**config.mk**
```make
export PLATFORM = sky130hd
export DESIGN_NAME = phy_media_autoneg_config
export DESIGN_NICKNAME = d
export VERILOG_FILES = /design/src/phy_cfg_pkg.sv /design/src/strap_sync_if.sv /design/src/strap_sync.sv /design/src/phy_media_autoneg_config.sv
export SDC_FILE = /design/constraint.sdc
export NUM_CORES = 1
export LEC_CHECK = 0
export BUFFER_PORTS_ARGS = -buffer_cell sky130_fd_sc_hd__buf_2
export CAP_MARGIN = 20
export CORE_MARGIN = 2
export CORE_UTILIZATION = 42
export CTS_CLUSTER_DIAMETER = 100
export DETAILED_ROUTE_END_ITERATION = 10
export SETUP_SLACK_MARGIN = 0.1
export SLEW_MARGIN = 5
export SYNTH_ARGS = -nofsm -noshare
export SYNTH_HDL_FRONTEND = slang
export SYNTH_HIERARCHICAL = 1
export SYNTH_SLANG_ARGS = --single-unit
```
**constraint.sdc**
```tcl
create_clock -name clock -period 1.93 [get_ports clock]
set_input_delay 0.193 -clock clock [delete_from_list [all_inputs] [get_ports clock]]
set_output_delay 0.193 -clock clock [all_outputs]
set_load 0.01 [all_outputs]
```
**src/phy_cfg_pkg.sv**
```systemverilog
// package of constants and types for the media and negotiation configuration block
package phy_cfg_pkg;
    localparam logic [4:0] ADDR_CONTROL = 5'h00;
    localparam logic [4:0] ADDR_STATUS = 5'h01;
    localparam logic [4:0] ADDR_ADVERT = 5'h04;
    localparam logic [4:0] ADDR_PARTNER = 5'h05;
    localparam logic [4:0] ADDR_EXPANSION = 5'h06;
    localparam logic [4:0] ADDR_PHY_STATUS = 5'h10;
    localparam logic [4:0] ADDR_PCS = 5'h16;
    localparam int CTL_SPEED_BIT = 13;
    localparam int CTL_NEG_EN_BIT = 12;
    localparam int CTL_RESTART_BIT = 9;
    localparam int CTL_DUPLEX_BIT = 8;
    localparam int PCS_FIBER_BIT = 6;
    localparam int PCS_FEF_BIT = 3;
    localparam int PCS_SCR_BYP_BIT = 1;
    localparam int PCS_DESCR_BYP_BIT = 0;
    localparam logic [15:0] STATUS_FIXED = 16'h7849;
    localparam int STATUS_NEG_DONE_BIT = 5;
    localparam int STATUS_RFAULT_BIT = 4;
    localparam int STATUS_LINK_BIT = 2;
    localparam logic [15:0] ADVERT_BASE = 16'h0001;
    localparam logic [15:0] PD_PARTNER_100 = 16'h0081;
    localparam logic [15:0] PD_PARTNER_10 = 16'h0021;
    localparam logic [15:0] EXPANSION_LOCAL_NP = 16'h0004;
    localparam int CLOCK_HZ = 20000000;
    localparam int BREAK_LINK_MS = 1500;
    localparam int BREAK_LINK_CYCLES = (CLOCK_HZ / 1000) * BREAK_LINK_MS;
    typedef enum logic [1:0] {MODE_10_HALF, MODE_10_FULL, MODE_100_HALF, MODE_100_FULL} speed_mode_t;
    typedef enum {NEG_IDLE, NEG_BREAK, NEG_BURST, NEG_DONE} neg_state_t;
endpackage

```
**src/strap_sync_if.sv**
```systemverilog
// interface carrying the synchronised strap levels to the main block
`timescale 1ns/1ps
interface strap_sync_if;
    logic [3:0] level;
    modport source (output level);
    modport sink (input level);
endinterface

```
**src/strap_sync.sv**
```systemverilog
// two flip-flop synchroniser for the strap pins
`timescale 1ns/1ps
module strap_sync
(
    input wire logic clock,
    input wire logic resetn,
    input wire logic [3:0] pins,
    strap_sync_if.source out
);
    typedef struct packed
    {
        logic [3:0] first;
        logic [3:0] second;
    } sync_state_t;
    sync_state_t state;
    sync_state_t next_state;
    always_comb
    begin
        next_state.first = pins;
        next_state.second = state.first;
    end
    always_ff @(posedge clock or negedge resetn)
    begin
        if (!resetn)
            state <= '0;
        else
            state <= next_state;
    end
    assign out.level = state.second;
endmodule // strap_sync

```
**src/phy_media_autoneg_config.sv**
```systemverilog
// media selection and negotiation configuration block with its management registers
`timescale 1ns/1ps
module phy_media_autoneg_config
#(
    parameter int BREAK_CYCLES = phy_cfg_pkg::BREAK_LINK_CYCLES
)
(
    input wire logic clock,
    input wire logic resetn,
    input wire logic rx_error_strap,
    input wire logic negotiation_enable_strap,
    input wire logic negotiation_select_high_strap,
    input wire logic negotiation_select_low_strap,
    input wire logic reg_write,
    input wire logic reg_read,
    input wire logic [4:0] reg_addr,
    input wire logic [15:0] reg_wdata,
    input wire logic page_received,
    input wire logic [15:0] partner_word,
    input wire logic partner_next_page,
    input wire logic partner_is_negotiating,
    input wire logic parallel_link_100,
    input wire logic parallel_link_10,
    input wire logic link_up,
    output logic [15:0] reg_rdata,
    output logic flp_enable,
    output logic link_silent,
    output logic fiber_mode,
    output logic speed_100,
    output logic full_duplex
);
    import phy_cfg_pkg::*;

    // ****************************************
    // strap synchronisation
    // ****************************************
    strap_sync_if straps ();
    strap_sync u_strap_sync
    (
        .clock(clock),
        .resetn(resetn),
        .pins({rx_error_strap, negotiation_enable_strap, negotiation_select_high_strap,
               negotiation_select_low_strap}),
        .out(straps)
    );

    typedef struct packed
    {
        logic [1:0] warm;
        logic strapped;
        logic [15:0] control;
        logic [15:0] advert;
        logic [15:0] partner;
        logic [15:0] pcs;
        logic neg_done;
        logic page_flag;
        logic pd_fault;
        logic partner_np;
        logic partner_able;
        logic rfault_seen;
        logic [31:0] timer;
        neg_state_t neg;
        logic [1:0] mode;
        logic [15:0] rdata;
        logic flp;
        logic silent;
        logic spd;
        logic dup;
    } cfg_state_t;
    cfg_state_t state;
    cfg_state_t next_state;

    // ****************************************
    // priority resolution
    // ****************************************
    function automatic logic [1:0] resolve(input logic [15:0] ours, input logic [15:0] theirs);
        logic [15:0] common;
        common = ours & theirs;
        if (common[8])
            resolve = MODE_100_FULL;
        else if (common[7])
            resolve = MODE_100_HALF;
        else if (common[6])
            resolve = MODE_10_FULL;
        else
            resolve = MODE_10_HALF;
    endfunction

    logic fiber_strap;
    logic [1:0] sel;
    logic [3:0] adv_bits;
    logic wr_ctl;
    logic restart_req;
    logic [15:0] status_word;
    logic [15:0] phy_status_word;
    logic [15:0] expansion_word;

    always_comb
    begin
        fiber_strap = !straps.level[3];
        sel = straps.level[1:0];
        // advertised abilities, bits 8..5 = 100F,100H,10F,10H
        case ({straps.level[2], sel})
            3'b100: adv_bits = 4'h3;
            3'b101: adv_bits = 4'hC;
            3'b110: adv_bits = 4'h8;
            3'b111: adv_bits = 4'hF;
            default: adv_bits = 4'hF;
        endcase
        wr_ctl = reg_write && reg_addr == ADDR_CONTROL;
        restart_req = wr_ctl && reg_wdata[CTL_RESTART_BIT] && reg_wdata[CTL_NEG_EN_BIT];
        status_word = STATUS_FIXED;
        status_word[STATUS_NEG_DONE_BIT] = state.neg_done;
        status_word[STATUS_RFAULT_BIT] = state.rfault_seen;
        status_word[STATUS_LINK_BIT] = link_up;
        phy_status_word = 16'h0000;
        phy_status_word[0] = link_up;
        phy_status_word[1] = link_up && !speed_100_now(state);
        phy_status_word[2] = link_up && full_now(state);
        phy_status_word[4] = state.neg_done;
        expansion_word = EXPANSION_LOCAL_NP;
        expansion_word[4] = state.pd_fault;
        expansion_word[3] = state.partner_np;
        expansion_word[1] = state.page_flag;
        expansion_word[0] = state.partner_able;
    end

    function automatic logic speed_100_now(input cfg_state_t s);
        if (s.control[CTL_NEG_EN_BIT])
            speed_100_now = s.mode[1];
        else
            speed_100_now = s.control[CTL_SPEED_BIT];
    endfunction

    function automatic logic full_now(input cfg_state_t s);
        if (s.control[CTL_NEG_EN_BIT])
            full_now = s.mode[0];
        else
            full_now = s.control[CTL_DUPLEX_BIT];
    endfunction

    // ****************************************
    // next state
    // ****************************************
    always_comb
    begin
        next_state = state;
        next_state.rdata = 16'h0000;
        // straps settle through the synchroniser, then are taken once
        if (state.warm != 2'h3)
            next_state.warm = state.warm + 2'h1;
        if (state.warm == 2'h3 && !state.strapped)
        begin
            next_state.strapped = 1'b1;
            next_state.pcs[PCS_FIBER_BIT] = fiber_strap;
            next_state.pcs[PCS_FEF_BIT] = fiber_strap;
            next_state.pcs[PCS_SCR_BYP_BIT] = fiber_strap;
            next_state.pcs[PCS_DESCR_BYP_BIT] = fiber_strap;
            next_state.advert[8:5] = adv_bits;
            next_state.control[CTL_NEG_EN_BIT] = straps.level[2];
            next_state.control[CTL_SPEED_BIT] = sel[1];
            next_state.control[CTL_DUPLEX_BIT] = sel[0];
            next_state.neg = straps.level[2] ? NEG_BURST : NEG_IDLE;
        end
        else if (reg_write)
        begin
            case (reg_addr)
                ADDR_CONTROL:
                begin
                    next_state.control = reg_wdata & 16'hFFFF;
                    next_state.control[CTL_RESTART_BIT] = 1'b0;
                    if (!reg_wdata[CTL_NEG_EN_BIT])
                    begin
                        next_state.neg = NEG_IDLE;
                        next_state.neg_done = 1'b0;
                    end
                    else if (!state.control[CTL_NEG_EN_BIT])
                        next_state.neg = NEG_BURST;
                end
                ADDR_ADVERT: next_state.advert = reg_wdata;
                ADDR_PCS: next_state.pcs = reg_wdata;
                default: next_state.control = state.control;
            endcase
        end
        if (reg_read)
        begin
            case (reg_addr)
                ADDR_CONTROL: next_state.rdata = state.control;
                ADDR_STATUS: next_state.rdata = status_word;
                ADDR_ADVERT: next_state.rdata = state.advert;
                ADDR_PARTNER: next_state.rdata = state.partner;
                ADDR_EXPANSION: next_state.rdata = expansion_word;
                ADDR_PHY_STATUS: next_state.rdata = phy_status_word;
                ADDR_PCS: next_state.rdata = state.pcs;
                default: next_state.rdata = 16'h0000;
            endcase
            if (reg_addr == ADDR_EXPANSION)
                next_state.page_flag = 1'b0;
        end
        // ****************************************
        // negotiation sequencing
        // ****************************************
        case (state.neg)
            NEG_IDLE:
                next_state.timer = 32'h0;
            NEG_BREAK:
            begin
                next_state.timer = state.timer + 32'h1;
                if (state.timer >= 32'(BREAK_CYCLES - 1))
                    next_state.neg = NEG_BURST;
            end
            NEG_BURST:
            begin
                if (page_received)
                begin
                    next_state.partner = partner_word;
                    next_state.partner_np = partner_next_page;
                    next_state.partner_able = 1'b1;
                    next_state.rfault_seen = partner_word[13];
                    if (!partner_next_page)
                    begin
                        next_state.mode = resolve(state.advert, partner_word);
                        next_state.neg = NEG_DONE;
                        next_state.neg_done = 1'b1;
                    end
                end
                else if (!partner_is_negotiating && (parallel_link_100 ^ parallel_link_10))
                begin
                    next_state.partner = parallel_link_100 ? PD_PARTNER_100 : PD_PARTNER_10;
                    next_state.partner_able = 1'b0;
                    next_state.mode = parallel_link_100 ? MODE_100_HALF : MODE_10_HALF;
                    next_state.neg = NEG_DONE;
                    next_state.neg_done = 1'b1;
                end
                else if (!partner_is_negotiating && parallel_link_100 && parallel_link_10)
                    next_state.pd_fault = 1'b1;
            end
            NEG_DONE:
                if (!link_up)
                begin
                    next_state.neg = NEG_BURST;
                    next_state.neg_done = 1'b0;
                end
            default:
                next_state.neg = NEG_IDLE;
        endcase
        // set of the page flag wins over the clearing read
        if (page_received && state.neg == NEG_BURST)
            next_state.page_flag = 1'b1;
        // a cleared enable bit parks the sequencer whatever the link does
        if (!next_state.control[CTL_NEG_EN_BIT])
        begin
            next_state.neg = NEG_IDLE;
            next_state.neg_done = 1'b0;
        end
        if (restart_req && state.control[CTL_NEG_EN_BIT])
        begin
            next_state.neg = NEG_BREAK;
            next_state.timer = 32'h0;
            next_state.neg_done = 1'b0;
        end
        next_state.flp = next_state.neg == NEG_BURST;
        next_state.silent = next_state.neg == NEG_BREAK;
        // speed and duplex leave through their own flops
        next_state.spd = speed_100_now(next_state);
        next_state.dup = full_now(next_state);
    end

    always_ff @(posedge clock or negedge resetn)
    begin
        if (!resetn)
        begin
            state <= '0;
            state.advert <= ADVERT_BASE | 16'h01E0;
            state.control <= 16'h0000;
            state.neg <= NEG_IDLE;
        end
        else
            state <= next_state;
    end

    assign reg_rdata = state.rdata;
    assign flp_enable = state.flp;
    assign link_silent = state.silent;
    assign fiber_mode = state.pcs[PCS_FIBER_BIT];
    assign speed_100 = state.spd;
    assign full_duplex = state.dup;
endmodule // phy_media_autoneg_config

```
==> Word-level counts from Yosys, hierarchy flattened <==
Cells that the tools add are included.
Widths: inputs -> output; s select.
{ "totals": {"ram_bits": 0, "reg_bits": 166, "in_bits": 51, "elab_cells": 139, "mem_bits_ro": 0, "latch_bits": 0, "n_memories": 0} }
{ "op_classes": {"bitwise_logic": 5, "muxes": 56, "reduce_logical": 33, "n_mul": 0, "n_eq_ne": 17, "add_sub_neg": 2, "magnitude_cmp": 1, "shift": 0, "div": 0} }
{ "op_table": {"columns": ["operator", "count"], "rows": [
  ["$mux 32", 8],
  ["$pmux 32 s4", 1],
  ["$pmux 16 s7", 1],
  ["$mux 34", 3],
  ["$eq 32x2->1 const B", 3],
  ["$eq 32x3->1 const B", 2],
  ["$mux 16", 4],
  ["$mux 64", 1],
  ["$pmux 32 s2", 1],
  ["$add 32x1->32 const B", 1],
  ["$eq 32x1->1 const B", 1],
  ["$ge 32x25->1 const B", 1],
  ["$logic_not 32->1", 1],
  ["$mux 30", 1],
  ["$mux 1", 22],
  ["$mux 8", 2],
  ["$eq 5x3->1 const B", 3],
  ["$mux 14", 1],
  ["$mux 2", 7],
  ["$pmux 4 s3", 1],
  ["$reduce_bool 2->1", 6],
  ["$logic_and 1x1->1", 11],
  ["$eq 5x5->1 const B", 2],
  ["$reduce_and 2->1", 5],
  ["other kinds (16)", 25]
]} }

==> Longest topological paths before layout <==
Gate-level depths: netlist of the first run.
{ "logic_depth": {"word_depth": 11, "mapped_depth": 9} }

==> Modules after synthesis <==
Netlist of the first run, hierarchy kept.
{ "modules_own_cells": {"columns": ["mod", "area_per_inst_um2", "cells_each", "n_inst"], "rows": [
  ["phy_media_autoneg_config", 7188.1, 636, 1],
  ["strap_sync", 200.2, 8, 1]
]} }

==> Worst setup path before layout of the first run <==
No wires, ideal clock.
{ "synth_path": {"path_kind": "input -> register", "startpoint": "input port reg_addr[0]", "endpoint": "register state[72] (netlist name)", "setup_time_ns": 0.126, "cell_stages": 8, "arrival_ns": 2.001, "slack_ns": -0.197, "cell_sequence": "buf_6 -> or4_4 -> buf_6 -> or3_4 -> buf_6 -> o21a_4 -> buf_6 -> a221o_1"} }
{ "synth_between": {"elab_chain_len": 6, "word_cells_on_any_way": 7, "cone_classes": "1 x mux; 6 x reduce/logical"} }
{ "synth_lines": {"columns": ["element", "line_no", "text"], "rows": [
  ["start: declaration", "phy_media_autoneg_config.sv:16", "input wire logic [4:0] reg_addr,"],
  ["$logic_not 5->1 *", "phy_media_autoneg_config.sv:110", "wr_ctl = reg_write && reg_addr == ADDR_CONTROL;"],
  ["$logic_and 1x1->1 *", "phy_media_autoneg_config.sv:110", null],
  ["$logic_and 1x1->1 * (2 in a row)", "phy_media_autoneg_config.sv:111", "restart_req = wr_ctl && reg_wdata[CTL_RESTART_BIT] && reg_wdata[CTL_NEG_EN_BIT];"],
  ["$logic_and 1x1->1 *", "phy_media_autoneg_config.sv:256", "if (restart_req && state.control[CTL_NEG_EN_BIT])"],
  ["$reduce_bool 3->1 (no line) or $mux 64 (tied branches)", null, null],
  ["end signal: assignment", "phy_media_autoneg_config.sv:279", "state <= next_state;"],
  ["end: declaration", "phy_media_autoneg_config.sv:70", "cfg_state_t state;"]
]} }
Every way passes the cells marked *; elsewhere a longest branch is shown, timed or not.
A chain may end at the register's enable or synchronous reset.

==> Worst setup path after layout of the first run <==
{ "layout_path": {"startpoint": "register state[37] (netlist name)", "endpoint": "register state[78] (netlist name)"} }
{ "layout_between": {"elab_chain_len": 3, "word_cells_on_any_way": 5, "cone_classes": "1 x eq/ne; 2 x mux; 2 x reduce/logical"} }
{ "layout_lines": {"columns": ["element", "line_no", "text"], "rows": [
  ["$eq 32x1->1 or $logic_not 32->1 (tied branches)", "phy_media_autoneg_config.sv:203", "case (state.neg)"],
  ["$pmux 32 s2", "phy_media_autoneg_config.sv:203", null],
  ["$mux 64", "phy_media_autoneg_config.sv:256", null]
]} }
Parallel ways exist; a longest one is shown, timed or not.

==> results of run 1 <==
## report_power, final
group          internal, mW  switching, mW
sequential             3.77          0.152
combinational         0.380          0.363
clock                  1.68           1.47
total                  5.83           1.98
## cell type report
cell class,instances,area share (%)
clock buffers,18,4.38
inverters,10,0.383
repair buffers,183,14.5
flip-flops and latches,166,42.5
clock inverters,13,1.12
multi-input cells,446,34.2
well taps,225,2.87
## cells by family (layout without fill, tap and decap cells)
logic type / after synthesis / after routing
and+or+nand+nor: 189 / 189
muxes: 65 / 65
buffers and inverters: 62 / 224
adders and majority gates: 2 / 2
AOI/OAI and AO/OA: 156 / 157
xor gates and xnor gates: 3 / 3
other: 1 / 30
DFF: 166 / 166
## metrics by stage
step           std cells  setup WS [ns]  utilization, %  hold WS [ns]  TNS [ns]
4_1_cts             1055         -0.190            55.9       0.00232     -4.99
3_3_place_gp         999         -0.228            49.8         0.122     -8.51
3_5_place_dp         999         -0.324            49.8         0.128    -11.97
6_report            1061         -0.148            56.8       0.00849     -4.09
5_1_grt             1061         -0.274            56.8       0.00593    -11.12
2_1_floorplan        673         -0.102               -        -0.103     -2.43
## per-layer routing
layer  track usage (%)  vias up
met5                 0        -
met4              8.68        0
met3              4.67       34
met2              36.9      181
met1              28.7     2947
li1                  -     2736
## placed cells by master (no fill, tap or decap), types with 6 or more instances in the layout
cell and instances:
dfrtp_1 158, buf_4 76, buf_2 71, nand2_1 56, mux2_2 46, a21oi_1 34, conb_1 30, nand3_1 21
a31oi_1 21, clkbuf_16 17, nor2_1 15, mux2i_1 15, a22o_1 14, buf_6 13, dlygate4sd3_1 13, nor3_1 11
and3_1 11, nand2b_1 10, nand4_1 10, inv_1 10, o21ai_0 10, nor2b_1 8, nor4_1 7, a221o_1 7
inv_6 7, o221ai_1 6, nor4_2 6, buf_12 6
## worst paths after layout
check                      cells after the start  slack, ns                       start                         to
setup / recovery                               7      -0.15                   state[37]                  state[78]
hold / removal                                 2      0.008             partner_word[2]                 state[110]
setup reg to reg                               7      -0.15                   state[37]                  state[78]
hold reg to reg                                0       0.34  u_strap_sync/next_state[1]  u_strap_sync/out.level[1]
max in group asynchronous                      3       1.06                      resetn                 state[124]
min in group asynchronous                      2       0.24                      resetn                 state[139]
## registers in the layout, summed over array words and instances (netlist names)
| register | cells |
|---|---|
| speed_100 | 1 |
| full_duplex | 1 |
| reg_rdata | 16 |
| u_strap_sync/next_state | 4 |
| expansion_word | 4 |
| phy_status_word | 1 |
| link_silent | 1 |
| fiber_mode | 1 |
| state | 132 |
| u_strap_sync/out.level | 4 |
| flp_enable | 1 |
## what timing repair did
| item | 4_1_cts | 5_1_grt |
|---|---|---|
| hold buffers | 13 | 0 |
| setup buffers | 6 | 7 |
| pin swaps | 22 | 13 |
| gates cloned | 7 | 0 |
| gates resized for setup | 50 | 24 |
| endpoints found under the setup margin | 60 | 62 |
| hold endpoints to repair | 49 | 0 |
## cell usage after synthesis (all sizes together), types with 10 or more instances
cell type / count / share of area [%]
nand2: 59 / 3.0
nand4: 10 / 0.85
dfrtp: 161 / 55
o21ai: 15 / 1.0
nor2: 17 / 0.86
nor4: 18 / 1.7
a21oi: 36 / 2.4
nor3: 13 / 0.95
clkbuf: 21 / 1.1
mux2i: 15 / 2.0
nand3: 23 / 1.6
inv: 10 / 0.51
nand2b: 10 / 0.85
a31oi: 25 / 2.1
buf: 31 / 2.9
mux2: 50 / 7.6
a22o: 14 / 1.7
and3: 12 / 1.0
## worst max-delay path: cells and delay by family, from the launching register on
family                 cells  cell delay (ns)
AO/OA/AOI/OAI              2             0.38
AND/OR/NAND/NOR            3             0.91
flip-flops                 1             0.40
buffers and inverters      2             0.33
==> metrics.md, run 1 <==
| Metric | Value |
|---|---|
| Status | `finished with violations` |
| Failing checks | `setup timing` |
| Final Hold Viols | `0` |
| Post-synth ARST share | `100%` |
| Register area | `4160 sq um` |
| Post-Syn Area | `7390 sq um` |
| Detailed-route wire length per cell | `18.4 microns` |
| Initial Util | `42.9%` |
| Largest family of logic cells by synthesized area | `compound AO/OA/AOI/OAI gates` |
| Endpoints failing setup | `51` |
| Layout cell share with drive strength beyond 1 | `37.3%` |
| DIE AREA | `18700 sq um` |
| Fin crit share | `108%` |
| Fmax | `481 MHz` |
| Post-Synth Adder-Cell Area | `0.339%` |
| Diode count | `0` |
| Pin count of the biggest net entering global routing | `51` |
| Initial DRC Count | `437` |
| Vias | `5898` |
| Worst path required time | `2.28 ns` |
| WS Path Type | `reg -> reg` |
| TritonRoute pass-1 iters | `5` |
| Ys flop type | `dfrtp_1` |
| Startpoint types | `flop` |
| Max stage delay on crit path | `0.44 ns` |
| Multi-input gate area | `3350 sq um` |
| Tot GR Track Use | `22.3%` |
| P&R area growth vs syn | `32.6%` |
| RSZ-0062 raised after global routing | `yes` |
| Fillers | `1444` |
| Syn Area/Cell | `11.5 sq um` |
| Tot Pwr | `7.81 mW` |
| CTS Buf Count | `17` |
| CTS Root Cell | `clkbuf_16` |
| HP Class | `in -> reg` |
| Crit-path cells | `nor4_4 > nand4_1 > buf_6 > or4_4 > buf_6 > o31a_1 > a31oi_1` |
| Max Slew Vio Count | `0` |
| Via density | `5.56` |
| Gr ovfl total | `0` |
| CTS clk-pin slew, worst paths | `0.06 ns` |
| Drc violations | `0` |
| Final worst slack | `-0.148 ns` |
| Mux cell area share after synthesis | `9.65%` |
| Unique masters post-synth | `68` |
| I/O Buffers | `71` |
| Post-layout min period | `2.08 ns` |
| Chip width | `137 microns` |
| EDFF count, synth | `0` |
| Max cap viols | `0` |
| Critical path's slowest cell | `or4_4` |
| Routed wl met2 | `9650 microns` |
| Core area | `17200 sq um` |
| Critical path's most frequent cell | `buf_6` |
| Worst-path fanout max | `6` |
| Worst clock skew | `0.00947 ns` |
| Simple-gate area share of the yosys netlist | `13.5%` |
| Syn. warnings | `6` |
| CTS Sinks | `166` |
| Row cnt | `48` |
| Cells after Synth | `644` |
| Max H-tree Level | `4` |
| Placement Cell Area | `8590 sq um` |
| Crit. End Element | `flop` |
| Die H | `137 microns` |
| Longest Clk Path Bufs | `2` |
| Worst skew pair latency | `0.43 ns` |
| Post-route ant nets | `0` |
| Nets | `877` |
| Pwr dens | `797 nW/um^2` |
| M1 WL | `8440 microns` |
| Drt total wl | `19500 microns` |
| Fin area | `9800 sq um` |
| Xor/xnor share of the synthesized area | `0.356%` |
| CTS tree | `done` |
| Number of global-route vias before repair | `6172` |
| Critical path arrival | `2.42 ns` |
| Leakage dissipation | `4.47 nW` |
| Detailed placer's ending HPWL | `13000 microns` |
| Io pins | `72` |
| First-pass GRT wire length | `31900 microns` |
| Part of the Yosys area used for sequential elements | `56.3%` |
| Flops & latches, synth | `166` |
| Routed met3 length | `1040 microns` |
| Initial antenna violation count | `0` |
| Fraction of the mapped netlist area in compound gates | `15.3%` |
| GPL Wtd Cong | `0.866` |
| Worst vdd ir | `0.531 mV` |
| DR top layer | `met4` |
Note: power is estimated with default switching activity, not from simulation.
==> run 2, diff against run 1 <==
HOLD_SLACK_MARGIN = 0.1   (was default)
==> run 2 against run 1 <==
Compared with the run above:
- the run still ends with setup timing left
- clock power about the same
- sequential share of layout area down 1.1 points
- die area unchanged
==> metrics.md, run 2 (synthesis results as in run 1) <==
| Metric | Value |
|---|---|
| Drt total wl | `19700 microns (+0.94%)` |
| Nets | `902 (+2.9%)` |
| Initial Util | `42.9% (unchanged)` |
| HP Class | `in -> reg` |
| Chip width | `137 microns (unchanged)` |
| Initial antenna violation count | `0 (unchanged)` |
| GPL Wtd Cong | `0.866 (unchanged)` |
| Leakage dissipation | `4.58 nW (+2.3%)` |
| Via density | `5.52 (-0.70%)` |
| Detailed-route wire length per cell | `18.2 microns (-1.4%)` |
| Startpoint types | `flop` |
| Worst vdd ir | `0.534 mV (+0.55%)` |
| Worst hold margin | `0.124 ns (+0.115 ns)` |
| Vias | `5995 (+1.6%)` |
| Crit. End Element | `flop` |
| Setup_tns | `-4.02 ns (+0.0707 ns)` |
| Placement Cell Area | `8590 sq um (unchanged)` |
| CTS Sinks | `166 (unchanged)` |
| Multi-input gate area | `3350 sq um (unchanged)` |
| Core area | `17200 sq um (unchanged)` |
| Fin area | `10000 sq um (+2.6%)` |
| Final worst slack | `-0.146 ns (+0.00191 ns)` |
| Longest Clk Path Bufs | `2 (unchanged)` |
| Fin cells | `1086 (+2.4%)` |
| Pin count of the biggest net entering global routing | `51 (unchanged)` |
| Max reg flops | `132 (unchanged)` |
| Worst skew pair latency | `0.43 ns (about the same)` |
| CTS clk-pin slew, worst paths | `0.06 ns (about the same)` |
| Pwr dens | `781 nW/um^2 (-2.0%)` |
| Number of global-route vias before repair | `6283 (+1.8%)` |
| Io pins | `72 (unchanged)` |
| Detailed placer's ending HPWL | `13000 microns (unchanged)` |
| Max cap viols | `0 (unchanged)` |
| Fmax | `482 MHz (about the same)` |
| Final Hold Viols | `0 (unchanged)` |
| Post-layout min period | `2.08 ns (-0.00191 ns)` |
| Worst-path fanout max | `19 (+13)` |
| I/O Buffers | `71 (unchanged)` |
| Max Slew Vio Count | `0 (unchanged)` |
| Initial DRC Count | `406 (-7.1%)` |
| CTS Buf Count | `17 (unchanged)` |
| Tot Pwr | `7.85 mW (+0.51%)` |
| Status | `finished with violations` |
| Failing checks | `setup timing` |
| TritonRoute pass-1 iters | `5 (unchanged)` |
| Layout cell share with drive strength beyond 1 | `36.2% (-1.1 points)` |
| Fin util | `58.3% (+1.5 points)` |
| Critical path arrival | `2.39 ns (-0.03 ns)` |
| First-pass GRT wire length | `32300 microns (+1.5%)` |
| Tot GR Track Use | `22.6% (+0.29 points)` |
| Register area | `4160 sq um (unchanged)` |
| P&R area growth vs syn | `36.0%` |
| Row cnt | `48 (unchanged)` |
| CTS tree | `done` |
| Worst clock skew | `0.00789 ns (-0.00158 ns)` |
| CTS Root Cell | `clkbuf_16` |
| Gr ovfl total | `0 (unchanged)` |
| Most frequent cells in the layout | `158 x dfrtp_1, 76 x buf_4, 71 x buf_2` |
| Max H-tree Level | `4 (unchanged)` |
| Leading cell type in the layout, fill and taps excluded | `dfrtp_1` |
| Fillers | `1421 (-1.6%)` |
| Placed cell count | `999 (unchanged)` |
| RSZ-0062 raised after global routing | `yes` |
| Die H | `137 microns (unchanged)` |
| Fin crit share | `108% (about the same)` |
| Diode count | `0 (unchanged)` |
| Drc violations | `0 (unchanged)` |
| Endpoints failing setup | `51 (unchanged)` |
| WS Path Type | `reg -> reg` |
| Worst path required time | `2.24 ns (-0.04 ns)` |
| DIE AREA | `18700 sq um (unchanged)` |
| Biggest register | `state` |
| Post-route ant nets | `0 (unchanged)` |
| Pre-CTS WS | `-0.324 ns (unchanged)` |
run 2: cell count changes in the layout (fill, tap and decap cells not counted):
cell and change:
dlygate4sd3_1 +25
run 2: what timing repair did:
item                                    in CTS  in global routing
cloned                                       7                  0
hold buffers                                38                  0
endpoints found under the setup margin      60                 62
setup buffers                                6                  7
pin swaps                                   22                 13
resized for setup                           50                 24
endpoints found under the hold margin      225                  0
run 2: area by class of cell:
class	instances	share of cell area, %
inverters	10	0.374
flip-flops and latches	166	41.4
clock buffers	18	4.27
well taps	225	2.80
repair buffers	208	16.6
clock inverters	13	1.10
multi-input cells	446	33.4
run 2: worst max-delay path, stage by stage, from the launching register on:
cell	delay, ns
dfrtp_1	0.40
nor4_4	0.29
nand4_1	0.18
buf_6	0.18
or4_1	0.49
buf_6	0.19
a22o_1	0.24
run 2: layer usage:
layer  global-route usage (%)  up-vias  part of all wire (%)
li1                         -     2790                     -
met1                     29.0     2997                    44
met2                     37.7      174                    50
met3                     4.56       34                   4.2
met4                     8.45        0                   1.7
met5                        0        -                     0
run 2: final timing paths:
kind / startpoint / to / slack [ns] / cells after the start
worst min-delay path: parallel_link_100 / state[115] / 0.12 / 3
worst max-delay path: state[37] / state[118] / -0.15 / 6
worst min register to register: u_strap_sync/next_state[1] / u_strap_sync/out.level[1] / 0.34 / 0
min in group asynchronous: resetn / state[139] / 0.24 / 2
worst max register to register: state[37] / state[118] / -0.15 / 6
max in group asynchronous: resetn / state[124] / 1.06 / 3
run 2: where the power goes:
part           total (mW)  leakage, nW  internal, mW  switching (mW)
logic               0.783         2.22         0.413           0.370
clock network        3.14        0.261          1.68            1.47
registers            3.92         2.09          3.77           0.150
==> run 3, diff against run 2 <==
CORE_MARGIN = 10   (was 2)
CTS_BUF_LIST = sky130_fd_sc_hd__clkbuf_2 sky130_fd_sc_hd__clkbuf_4 sky130_fd_sc_hd__clkbuf_8   (was default)
SETUP_SLACK_MARGIN = default   (was 0.1)
==> run 3 against run 2 <==
Compared with the run above:
- the flow still finishes with violations (setup timing)
- register-to-register slack got worse by 0.05 ns
- power fell by 8.3%
- first-iteration DRC count rose by 20%
- critical endpoint is now state[69]
==> metrics.md, run 3 (synthesis results as in run 1) <==
| Metric | Value |
|---|---|
| Failing checks | `setup timing` |
| Startpoint types | `flop` |
| Nets | `896 (-0.67%)` |
| Critical path's slowest cell | `dfrtp_1` |
| I/O Buffers | `71 (unchanged)` |
| Pwr dens | `744 nW/um^2 (-4.8%)` |
| Pre-CTS WS | `-0.276 ns (+0.0486 ns)` |
| TritonRoute pass-1 iters | `5 (unchanged)` |
| Least-Margin Pin Slew | `0.526 ns` |
| Number of global-route vias before repair | `6286 (+0.048%)` |
| Multi-input gate area | `3210 sq um (-4.4%)` |
| Final worst slack | `-0.192 ns (-0.0467 ns)` |
| Hold depth | `3 (unchanged)` |
| Detailed-route wire length per cell | `19.0 microns (+4.8%)` |
| CP top delay family | `simple AND/OR/NAND/NOR gates` |
| Fin area | `9670 sq um (-3.7%)` |
| Crit. End Element | `flop` |
| Biggest register | `state` |
| Pin count of the biggest net entering global routing | `49 (-3.9%)` |
| Most frequent cells in the layout | `161 x dfrtp_1, 74 x buf_4, 70 x buf_2` |
| Critical path arrival | `2.47 ns (+0.08 ns)` |
| R2R depth | `6 (unchanged)` |
| Worst path required time | `2.28 ns (+0.04 ns)` |
| Hold EP | `state[113]` |
| Via density | `5.62 (+1.7%)` |
| Max cap viols | `0 (unchanged)` |
| Crit-path cells | `nor4_2 > nand4_1 > buf_4 > or2_4 > o21a_4 > a221o_1` |
| Longest Clk Path Bufs | `2 (unchanged)` |
| GPL Wtd Cong | `0.864 (-0.20%)` |
| Drt total wl | `20600 microns (+4.4%)` |
| Post-layout min period | `2.12 ns (+0.0467 ns)` |
| Fmax | `471 MHz (-2.2%)` |
| Layout cell share with drive strength beyond 1 | `33.4% (-2.8 points)` |
| Crit path launch | `state[52]` |
| CTS clk-pin slew, worst paths | `0.09 ns (+0.03 ns)` |
| P&R area growth vs syn | `30.9%` |
| Die H | `153 microns (+12%)` |
| Tot GR Track Use | `17.1% (-5.4 points)` |
| Chip width | `153 microns (+12%)` |
| Final Hold Viols | `0 (unchanged)` |
| Max H-tree Level | `4 (unchanged)` |
| Core area | `17300 sq um (+0.35%)` |
| HP Class | `in -> reg` |
| Placement Cell Area | `8530 sq um (-0.63%)` |
| Post-route ant nets | `0 (unchanged)` |
| Min-Delay Startpoint | `page_received` |
| RSZ-0062 raised after global routing | `yes` |
| Leading cell type in the layout, fill and taps excluded | `dfrtp_1` |
| Status | `finished with violations` |
| Worst vdd ir | `0.424 mV (-21%)` |
| Io pins | `72 (unchanged)` |
| First-pass GRT wire length | `32700 microns (+1.0%)` |
| Tot Pwr | `7.20 mW (-8.3%)` |
| Max stage delay on crit path | `0.38 ns (-0.11 ns)` |
| R2r setup slk | `-0.19 ns (-0.05 ns)` |
| Leakage dissipation | `4.44 nW (-2.9%)` |
| Endpoints failing setup | `53 (+3.9%)` |
| Detailed placer's ending HPWL | `13700 microns (+6.0%)` |
| Register area | `4160 sq um (about the same)` |
| CTS Sinks | `166 (unchanged)` |
| Initial DRC Count | `488 (+20%)` |
| Worst-path fanout max | `6 (-13)` |
| Vias | `6070 (+1.3%)` |
| DIE AREA | `23300 sq um (+25%)` |
| Reg-to-Reg End | `state[69]` |
| Row cnt | `48 (unchanged)` |
| Slew Limit Headroom | `64.7%` |
| Fin util | `55.9% (-2.4 points)` |
| Diode count | `0 (unchanged)` |
| Max Slew Vio Count | `0 (unchanged)` |
| Drc violations | `0 (unchanged)` |
| Worst skew pair latency | `0.47 ns (+0.04 ns)` |
| CTS Buf Count | `17 (unchanged)` |
| Max reg flops | `132 (unchanged)` |
| Fin crit share | `110% (+2.4 points)` |
| CTS Root Cell | `clkbuf_8` |
| Worst clock skew | `0.0172 ns (+0.00934 ns)` |
| CTS tree | `done` |
| Gr ovfl total | `0 (unchanged)` |
| Fillers | `1507 (+6.1%)` |
| Initial Util | `42.7% (-0.15 points)` |
| R2R Path Start | `state[52]` |
| Initial antenna violation count | `0 (unchanged)` |
| CP Buf/Inv Count | `1 (-1)` |
| WS Path Type | `reg -> reg` |
-- run 3: cell types whose count changed in the layout (fill, tap and decap cells not counted), moves of 3 or more --
| cell | change |
|---|---|
| clkbuf_16 | -15 |
| clkbuf_8 | +17 |
| buf_6 | -3 |
| a31oi_1 | +4 |
| dfrtp_2 | -3 |
| dfrtp_1 | +3 |
-- run 3: where the power goes --
part | total, mW | internal [mW] | leakage (nW) | switching, mW
clock network | 2.51 | 1.18 | 0.194 | 1.33
registers | 3.92 | 3.77 | 2.10 | 0.155
logic | 0.765 | 0.399 | 2.15 | 0.365
total | 7.20 | 5.34 | 4.44 | 1.85
-- run 3: area by class of cell --
class	instances	area share, %
clock inverter	14	1.55
sequential	166	43.0
timing repair buffer	202	16.5
clock buffer	18	2.50
inverter	10	0.388
multi-input combinational	446	33.1
tap	225	2.91
-- run 3: metrics by stage --
stage | std cells | hold WS, ns | setup TNS, ns
after floorplan | 673 | -0.103 | -2.38
after global placement | 996 | 0.128 | -6.68
after detailed placement | 996 | 0.126 | -8.86
after CTS | 1077 | 0.123 | -6.54
after global routing | 1081 | 0.156 | -14.14
final | 1081 | 0.146 | -6.58
-- run 3: worst max-delay path by stage --
stage | slack (ns) | cells after the start | endpoint
global placement | -0.21 | 7 | state[78]
global route | -0.30 | 7 | state[78]
floorplan | -0.10 | 7 | state[58]
detailed placement | -0.28 | 6 | state[78]
CTS | -0.19 | 7 | state[78]
finish | -0.19 | 6 | state[69]
-- run 3: tightest hold or removal path, stage by stage --
cell and delay [ns]:
buf_2 0.16, a21oi_1 0.16, o21ai_1 0.07
-- run 3: per-layer routing --
metal	track usage (%)	wire [microns]
met2	28.8	10400
met1	21.2	8860
met5	0	0
met4	5.68	294
met3	4.01	1080
-- run 3: repair_timing --
action | 4_1_cts | 5_1_grt
cloned | 3 | 3
endpoints found under the hold margin | 229 | 0
endpoints found under the setup margin | 55 | 58
setup buffers | 6 | 1
hold buffers | 40 | 0
gates resized for setup | 19 | 20
pin swaps | 5 | 15
